$ cat src/design/fod_pkg.sv
// package: offsets, field positions, reset values for the override bank
package fod_pkg;
	// register indices; byte address is four times the index
	localparam logic [7:0] IDX_FORCE_CHG = 8'h1E;
	localparam logic [7:0] IDX_RATE      = 8'h1F;
	localparam logic [7:0] IDX_SER1_FIFO = 8'h20;
	localparam logic [7:0] IDX_SER2_FIFO = 8'h21;
	localparam logic [7:0] IDX_UNIT_DIS  = 8'h22;

	// reset values
	localparam logic [7:0] FORCE_CHG_RST = 8'h03;
	localparam logic [7:0] UNIT_DIS_RST  = 8'h00;

	// force disk change fields
	localparam int unsigned FC_DRV0 = 0;
	localparam int unsigned FC_DRV1 = 1;
	localparam int unsigned NUM_DRV = 2;

	// unit disable fields
	localparam int unsigned DIS_WP_BIT   = 0;
	localparam int unsigned DIS_UNIT_LSB = 3;
	localparam int unsigned NUM_UNITS    = 5;
	// unit order inside the unit vectors (bit 3 upward of unit_disable)
	localparam int unsigned UNIT_FLOPPY  = 0;
	localparam int unsigned UNIT_MIDI    = 1;
	localparam int unsigned UNIT_SER2    = 2;
	localparam int unsigned UNIT_SER1    = 3;
	localparam int unsigned UNIT_PAR     = 4;

	// read masks: reserved bits read as zero
	localparam logic [7:0] FORCE_CHG_MASK = 8'h03;
	localparam logic [7:0] RATE_MASK      = 8'hDF;
	localparam logic [7:0] FIFO_MASK      = 8'hCF;
	localparam logic [7:0] UNIT_DIS_MASK  = 8'hF9;

	// lock pin configuration code that makes unit_disable read-only
	localparam logic [1:0] LOCK_RO_CODE = 2'b01;

	// bus widths
	localparam int unsigned WB_DW = 32;
	localparam int unsigned WB_SW = 4;
endpackage : fod_pkg

$ cat src/design/fod_ovr_if.sv
// interface: control bank to override logic
`timescale 1ns/1ps
interface fod_ovr_if;
	import fod_pkg::*;
	logic                 sel0;
	logic                 sel1;
	logic [NUM_DRV-1:0]   force_chg;
	logic                 wp_force_all;
	logic [NUM_UNITS-1:0] unit_off;
	logic                 force_wp_cfg;
	logic                 wp_ext_n;
	logic                 chg_in_n;
	logic [NUM_UNITS-1:0] activate;
	logic                 disk_chg;
	logic                 wp_core_n;
	logic [NUM_UNITS-1:0] enable;

	modport ctl (
		output sel0, sel1, force_chg, wp_force_all, unit_off,
		output force_wp_cfg, wp_ext_n, chg_in_n, activate,
		input  disk_chg, wp_core_n, enable
	);
	modport ovr (
		input  sel0, sel1, force_chg, wp_force_all, unit_off,
		input  force_wp_cfg, wp_ext_n, chg_in_n, activate,
		output disk_chg, wp_core_n, enable
	);
endinterface : fod_ovr_if

$ cat src/design/fod_override.sv
// module: disk change, write protect and unit enable overrides
`timescale 1ns/1ps
module fod_override (
	input wire logic sys_clk,
	input wire logic reset,
	fod_ovr_if.ovr   ov
);
	import fod_pkg::*;

	typedef struct packed {
		logic                 disk_chg;
		logic                 wp_core_n;
		logic [NUM_UNITS-1:0] enable;
	} fod_ovr_state_t;

	fod_ovr_state_t s_q;
	fod_ovr_state_t s_d;
	logic [NUM_UNITS-1:0] en_w;

	// a set disable bit wins over the unit's own activate bit
	genvar gi;
	generate
		for (gi = 0; gi < NUM_UNITS; gi++) begin : g_unit
			assign en_w[gi] = ov.activate[gi] & ~ov.unit_off[gi];
		end
	endgenerate

	// outputs registered so the floppy core sees clean levels
	always_comb begin
		s_d = s_q;
		if (reset) begin
			s_d.disk_chg  = 1'b0;
			s_d.wp_core_n = 1'b1;
			s_d.enable    = '0;
		end else begin
			s_d.disk_chg = (ov.sel0 & ov.force_chg[FC_DRV0])
				| (ov.sel1 & ov.force_chg[FC_DRV1])
				| ~ov.chg_in_n;
			// active low toward the core; disable bit forces protect
			s_d.wp_core_n = ~((ov.sel0 & ov.force_wp_cfg)
				| (ov.sel1 & ov.force_wp_cfg)
				| ~ov.wp_ext_n
				| ov.wp_force_all);
			s_d.enable = en_w;
		end
	end

	always_ff @(posedge sys_clk) begin
		s_q <= s_d;
	end

	assign ov.disk_chg  = s_q.disk_chg;
	assign ov.wp_core_n = s_q.wp_core_n;
	assign ov.enable    = s_q.enable;
endmodule : fod_override

$ cat src/design/fod_bank.sv
// module: force disk change, shadows and unit disable register bank
//
// Register access over Wishbone was chosen for this implementation.
`timescale 1ns/1ps
// How it works
// - writing 1 sets drive flag; 0 ignored
// - step with select 0 clears flag 0
// - step with select 1 clears flag 1
// - disk change from flags, selects, input
// - flags load 03 on main reset
// - read-only mirror of floppy rate control
// - read-only mirror of serial one fifo
// - read-only mirror of serial two fifo
// - disable bit overrides unit activate bit
// - disable bit 0 forces write protect
// - write protect from selects, cfg, pin, bit0
// - forced protect bit comes from config input
// - disable bits 2:1 read zero
// - bits 7:3 map floppy, midi, ser2, ser1, par
module fod_bank #(
	parameter int unsigned ADR_W = 10
) (
	input  wire logic                          sys_clk,
	input  wire logic                          reset,
	input  wire logic                          standby_power_on_reset,
	input  wire logic                          wb_cyc_i,
	input  wire logic                          wb_stb_i,
	input  wire logic                          wb_we_i,
	input  wire logic [ADR_W-1:0]              wb_adr_i,
	input  wire logic [fod_pkg::WB_SW-1:0]     wb_sel_i,
	input  wire logic [fod_pkg::WB_DW-1:0]     wb_dat_i,
	output      logic [fod_pkg::WB_DW-1:0]     wb_dat_o,
	output      logic                          wb_ack_o,
	input  wire logic                          step_pulse_n,
	input  wire logic                          drive_select0_n,
	input  wire logic                          drive_select1_n,
	input  wire logic                          disk_change_in_n,
	input  wire logic                          write_protect_n,
	input  wire logic                          force_wp_cfg,
	input  wire logic [1:0]                    lock_cfg,
	input  wire logic                          lock_gpio_pin,
	input  wire logic [7:0]                    floppy_rate_in,
	input  wire logic [7:0]                    serial_one_fifo_in,
	input  wire logic [7:0]                    serial_two_fifo_in,
	input  wire logic [fod_pkg::NUM_UNITS-1:0] unit_activate,
	output      logic [fod_pkg::NUM_UNITS-1:0] unit_enable,
	output      logic                          disk_change_flag,
	output      logic                          write_protect_core_n,
	output      logic [fod_pkg::NUM_DRV-1:0]   force_change,
	output      logic                          unit_disable_locked
);
	import fod_pkg::*;

	////////////////////////////////////////////////////////////////////
	// state

	typedef struct packed {
		logic [NUM_DRV-1:0] force_chg;
		logic [7:0]         unit_dis;
		logic               step_n;
		logic               ack;
		logic [7:0]         rdata;
	} fod_bank_state_t;

	fod_bank_state_t s_q;
	fod_bank_state_t s_d;

	////////////////////////////////////////////////////////////////////
	// decode helpers

	// true when the word address selects the given register index
	function automatic logic reg_hit(
		input logic [ADR_W-1:0] adr,
		input logic [7:0]       idx
	);
		logic [ADR_W-3:0] word;
		word = adr[ADR_W-1:2];
		reg_hit = (word == (ADR_W-2)'(idx));
	endfunction : reg_hit

	// read value of one register; unmapped words read as zero
	function automatic logic [7:0] read_value(
		input logic [ADR_W-1:0] adr,
		input logic [1:0]       fc,
		input logic [7:0]       dis,
		input logic [7:0]       rate,
		input logic [7:0]       fifo1,
		input logic [7:0]       fifo2
	);
		logic [7:0] v;
		v = 8'h00;
		if (reg_hit(adr, IDX_FORCE_CHG)) begin
			v = {6'h00, fc} & FORCE_CHG_MASK;
		end else if (reg_hit(adr, IDX_RATE)) begin
			v = rate & RATE_MASK;
		end else if (reg_hit(adr, IDX_SER1_FIFO)) begin
			v = fifo1 & FIFO_MASK;
		end else if (reg_hit(adr, IDX_SER2_FIFO)) begin
			v = fifo2 & FIFO_MASK;
		end else if (reg_hit(adr, IDX_UNIT_DIS)) begin
			v = dis & UNIT_DIS_MASK;
		end
		read_value = v;
	endfunction : read_value

	////////////////////////////////////////////////////////////////////
	// bus qualifiers

	logic       req;
	logic       wr_lo;
	logic [7:0] wbyte;
	logic       wr_fc;
	logic       wr_dis;
	logic       locked;

	// one access per request: ack_q blocks a repeat while ack is high
	assign req   = wb_cyc_i & wb_stb_i & ~s_q.ack;
	assign wr_lo = req & wb_we_i & wb_sel_i[0];
	assign wbyte = wb_dat_i[7:0];

	// lock only bites when the pin is set up for it and held high
	assign locked = (lock_cfg == LOCK_RO_CODE) & lock_gpio_pin;

	assign wr_fc  = wr_lo & reg_hit(wb_adr_i, IDX_FORCE_CHG);
	assign wr_dis = wr_lo & reg_hit(wb_adr_i, IDX_UNIT_DIS) & ~locked;

	////////////////////////////////////////////////////////////////////
	// drive side terms

	logic               sel0;
	logic               sel1;
	logic               step_fall;
	logic [NUM_DRV-1:0] fc_set;
	logic [NUM_DRV-1:0] fc_clr;

	// selects are active low at the pins
	assign sel0 = ~drive_select0_n;
	assign sel1 = ~drive_select1_n;

	// edge of the step pulse so a long low step clears only once,
	// and a later software set is not wiped by the same pulse
	assign step_fall = s_q.step_n & ~step_pulse_n;

	// software can only set; zeros written are ignored
	assign fc_set = wr_fc ? wbyte[NUM_DRV-1:0] : '0;

	// hardware clears on a step toward the selected drive
	assign fc_clr[FC_DRV0] = step_fall & sel0;
	assign fc_clr[FC_DRV1] = step_fall & sel1;

	////////////////////////////////////////////////////////////////////
	// next state

	// set beats clear so a write landing on a step is not lost
	always_comb begin
		s_d = s_q;
		s_d.step_n = step_pulse_n;
		s_d.force_chg = (s_q.force_chg & ~fc_clr) | fc_set;
		if (wr_dis) begin
			s_d.unit_dis = wbyte & UNIT_DIS_MASK;
		end
		// ack high for exactly one cycle per request
		s_d.ack = req;
		if (req) begin
			s_d.rdata = read_value(wb_adr_i, s_q.force_chg,
				s_q.unit_dis, floppy_rate_in,
				serial_one_fifo_in, serial_two_fifo_in);
		end
		// main supply reset owns the flags and the bus handshake
		if (reset) begin
			s_d.force_chg = FORCE_CHG_RST[NUM_DRV-1:0];
			s_d.step_n    = 1'b1;
			s_d.ack       = 1'b0;
			s_d.rdata     = 8'h00;
		end
		// standby reset alone owns unit_disable, it survives a main
		// supply reset so disabled units stay off across it
		if (standby_power_on_reset) begin
			s_d.unit_dis = UNIT_DIS_RST;
		end
	end

	always_ff @(posedge sys_clk) begin
		s_q <= s_d;
	end

	////////////////////////////////////////////////////////////////////
	// override logic

	fod_ovr_if ovr_bus ();

	assign ovr_bus.sel0         = sel0;
	assign ovr_bus.sel1         = sel1;
	assign ovr_bus.force_chg    = s_q.force_chg;
	assign ovr_bus.wp_force_all = s_q.unit_dis[DIS_WP_BIT];
	assign ovr_bus.force_wp_cfg = force_wp_cfg;
	assign ovr_bus.wp_ext_n     = write_protect_n;
	assign ovr_bus.chg_in_n     = disk_change_in_n;
	assign ovr_bus.activate     = unit_activate;

	// bits 7:3 of unit_disable, floppy at bit 3 up to parallel at 7
	assign ovr_bus.unit_off =
		s_q.unit_dis[DIS_UNIT_LSB +: NUM_UNITS];

	fod_override u_override (
		.sys_clk (sys_clk),
		.reset   (reset),
		.ov      (ovr_bus)
	);

	////////////////////////////////////////////////////////////////////
	// outputs

	// read data only the low byte, upper lanes read zero
	assign wb_dat_o             = {{(WB_DW-8){1'b0}}, s_q.rdata};
	assign wb_ack_o             = s_q.ack;
	assign unit_enable          = ovr_bus.enable;
	assign disk_change_flag     = ovr_bus.disk_chg;
	assign write_protect_core_n = ovr_bus.wp_core_n;
	assign force_change         = s_q.force_chg;
	assign unit_disable_locked  = locked;
endmodule : fod_bank

$ cat config.mk
export PLATFORM = sky130hd
export DESIGN_NAME = fod_bank
export DESIGN_NICKNAME = d
export VERILOG_FILES = /design/src/design/fod_pkg.sv /design/src/design/fod_ovr_if.sv /design/src/design/fod_override.sv /design/src/design/fod_bank.sv
export SDC_FILE = /design/constraint.sdc
export NUM_CORES = 1
export LEC_CHECK = 0
export BUFFER_PORTS_ARGS = -buffer_cell sky130_fd_sc_hd__buf_4
export CAP_MARGIN = 30
export CORE_UTILIZATION = 40
export DETAILED_ROUTE_END_ITERATION = 12
export PLACE_DENSITY = 0.85
export SLEW_MARGIN = 5
export SYNTH_ARGS = -nofsm -noshare
export SYNTH_HDL_FRONTEND = slang
export SYNTH_HIERARCHICAL = 1
export SYNTH_SLANG_ARGS = --single-unit
$ cat constraint.sdc
create_clock -name sys_clk -period 4.3 [get_ports sys_clk]
set_input_delay 0.86 -clock sys_clk [delete_from_list [all_inputs] [get_ports sys_clk]]
set_output_delay 0.86 -clock sys_clk [all_outputs]
set_load 0.02 [all_outputs]
==> out/results.txt <==
status: finished clean
remaining antenna violation count after routing: 0
Starting Density: 0.427
clk root buf: clkbuf_4
CTS Buffer Depth: 2
fraction of layout cells with a size suffix above 1: 0.373
average wire per standard cell: 12.5 um
Worst-path clk slew: 0.14 ns
FP Rows: 21
top cell type's share of synthesized area: 0.343
Final Hold Fails: 0
PwrDens: 247 mW/mm^2
post-DP HPWL: 2.72 mm
placer congestion estimate: 0.782
number of global-route vias before repair: 1204
crit path from: lock_cfg[1]
fin cells: 271
Overflow after GRT: 0
maximum VDD drop: 0.108 mV
Post-synth EDFFs: 0
Critical R2R Launch: wb_ack_o
Clock Skews: 0.00452 ns
r2r endpoint: ovr_bus.unit_off[3]
Die ar.: 0.00390 sq mm
Total Routing Usage GR: 0.172
Tcrit/Tclk final: 0.497
CP endpoint: unit_disable_locked
synth top area cells: dfxtp_1 34%, buf_4 18%, mux2i_1 6.2%
critical-path maximum fanout: 2
commonest non-fill, non-tap cell in the layout: buf_4
cts repair resizes: 0
number of warnings issued by yosys: 6
CTS tree: yes
reg2reg setup slack: 2.58 ns
critical path startpoint category: input pin
crit path time final: 2.14 ns
final setup vio count: 0
area leader, netlist: dfxtp_1
htree depth: 1
# Post-CTS Setup Buffers: 0
cells on worst reg2reg path: 5
Data arrival, critical path: 1.28 ns
max-cap violations: 0
Area growth, synth to finish: 30.3%
FFs w/ async S/R, synth: 0
ant diodes: 0
first-pass GRT wire length: 5.42 mm
synthesized cell area: 0.00146 sq mm
# DRC: 0
Max Fclk: 468 MHz
post-synth cell types: 41
RSZ-0062 raised after global routing: false
die width: 62.4 um
largest net degree at the start of global routing: 20
Clk Latency, worst-skew pair: 0.31 ns
Final Slew Violations: 0
syn_area_per_cell: 8.90 sq um
Vias/cell: 4.69
Yosys reg bits: 25
Worst Hold Class: reg -> reg
Worst Path Class, Setup: in -> out
Clock Sinks: 25
Cells after Synth: 164
P_leak: 0.901 nW
routed wire length: 3.39 mm
dominant synthesized flop cell: dfxtp_1
# port buffers: 73
antenna violations before repair: 0
Vias: 1271
Setup crit end kind: output port
post-synthesis sequential area ratio: 0.343
Hold Buf Count CTS: 0
TNS Setup: 0 ns
most frequent cells in the layout: 73 x buf_4, 25 x dfxtp_1, 24 x conb_1
Core Area: 0.00342 sq mm
DRC violation total after the first TritonRoute iteration: 35
Pre-Repair DR Iteration Count: 4
layout net count: 316
top-level port count: 133
cell total after placement: 267
WP data required: 3.44 ns
chip height: 62.4 um
total CTS buffers: 3
metal layers:
metal	wire length, um	global-route usage	vias up
met5	0	0	-
met4	13	0.0349	0
met3	255	0.0365	2
met2	1660	0.304	57
met1	1460	0.214	565
li1	-	-	647
synthesized netlist by cell type, drive strengths merged, types with 2 or more instances:
library cell and number:
a2111oi 3, a211oi 2, a21oi 4, a221oi 3, buf 36, clkbuf 3, dfxtp 25, inv 7
mux2i 9, nand2 5, nand3 4, nand3b 4, nand4b 2, nor2 18, nor2b 6, nor3 3
nor3b 5, nor4 2, o21ai 3, o22ai 4, o31ai 3
cells by family after synthesis:
family                 share of synthesized area
multiplexers                              0.0617
other                                    0.00257
AND/OR/NAND/NOR                            0.234
buffers and inverters                      0.209
AO/OA/AOI/OAI                              0.150
flip-flops                                 0.343
state kept, by name, summed over array words and instances, names as in the netlist:
| register | flops |
|---|---|
| force_change | 2 |
| ovr_bus.unit_off | 5 |
| ovr_bus.wp_force_all | 1 |
| s_q | 1 |
| u_override/ov.disk_chg | 1 |
| u_override/ov.enable | 5 |
| u_override/ov.wp_core_n | 1 |
| wb_ack_o | 1 |
| wb_dat_o | 8 |
worst min path at each step:
stage	startpoint	endpoint	slack, ns	cells past startpoint
after floorplan	ovr_bus.unit_off[1]	u_override/ov.enable[1]	0.41	1
after global placement	ovr_bus.unit_off[0]	u_override/ov.enable[0]	0.44	1
after detailed placement	ovr_bus.unit_off[0]	u_override/ov.enable[0]	0.44	1
after CTS	ovr_bus.unit_off[0]	u_override/ov.enable[0]	0.46	1
after global routing	ovr_bus.unit_off[3]	u_override/ov.enable[3]	0.49	1
final	ovr_bus.unit_off[0]	u_override/ov.enable[0]	0.46	1
power by group:
part / switching [mW] / internal, mW
clock network: 0.0690 / 0.0354
logic: 0.0645 / 0.0567
registers: 0.00425 / 0.241
through the flow:
step	total power, mW	hold slack [ns]	setup WS (ns)	instance area [sq um]	utilization
floorplan	0.332	0.409	2.24	1550	-
CTS	0.479	0.458	2.17	1900	0.557
global route	0.502	0.493	2.14	1900	0.557
detailed placement	0.372	0.437	2.00	1870	0.548
finish	0.471	0.456	2.16	1900	0.557
global placement	0.370	0.438	2.04	1870	0.548
critical path: stages:
cell,delay (ns)
buf_4,0.11
nor2_1,0.14
buf_4,0.16
area by class of cell:
| cell class | count | area, sq um |
|---|---|---|
| multi-input cells | 116 | 741 |
| inverters | 7 | 26.3 |
| flip-flops and latches | 25 | 500 |
| repair buffers | 73 | 548 |
| clock buffers | 3 | 22.5 |
| well taps | 46 | 57.6 |
| fillers | 341 | 1510 |
| clock inverters | 1 | 7.51 |
No activity file was read; power rests on OpenSTA's default activity.
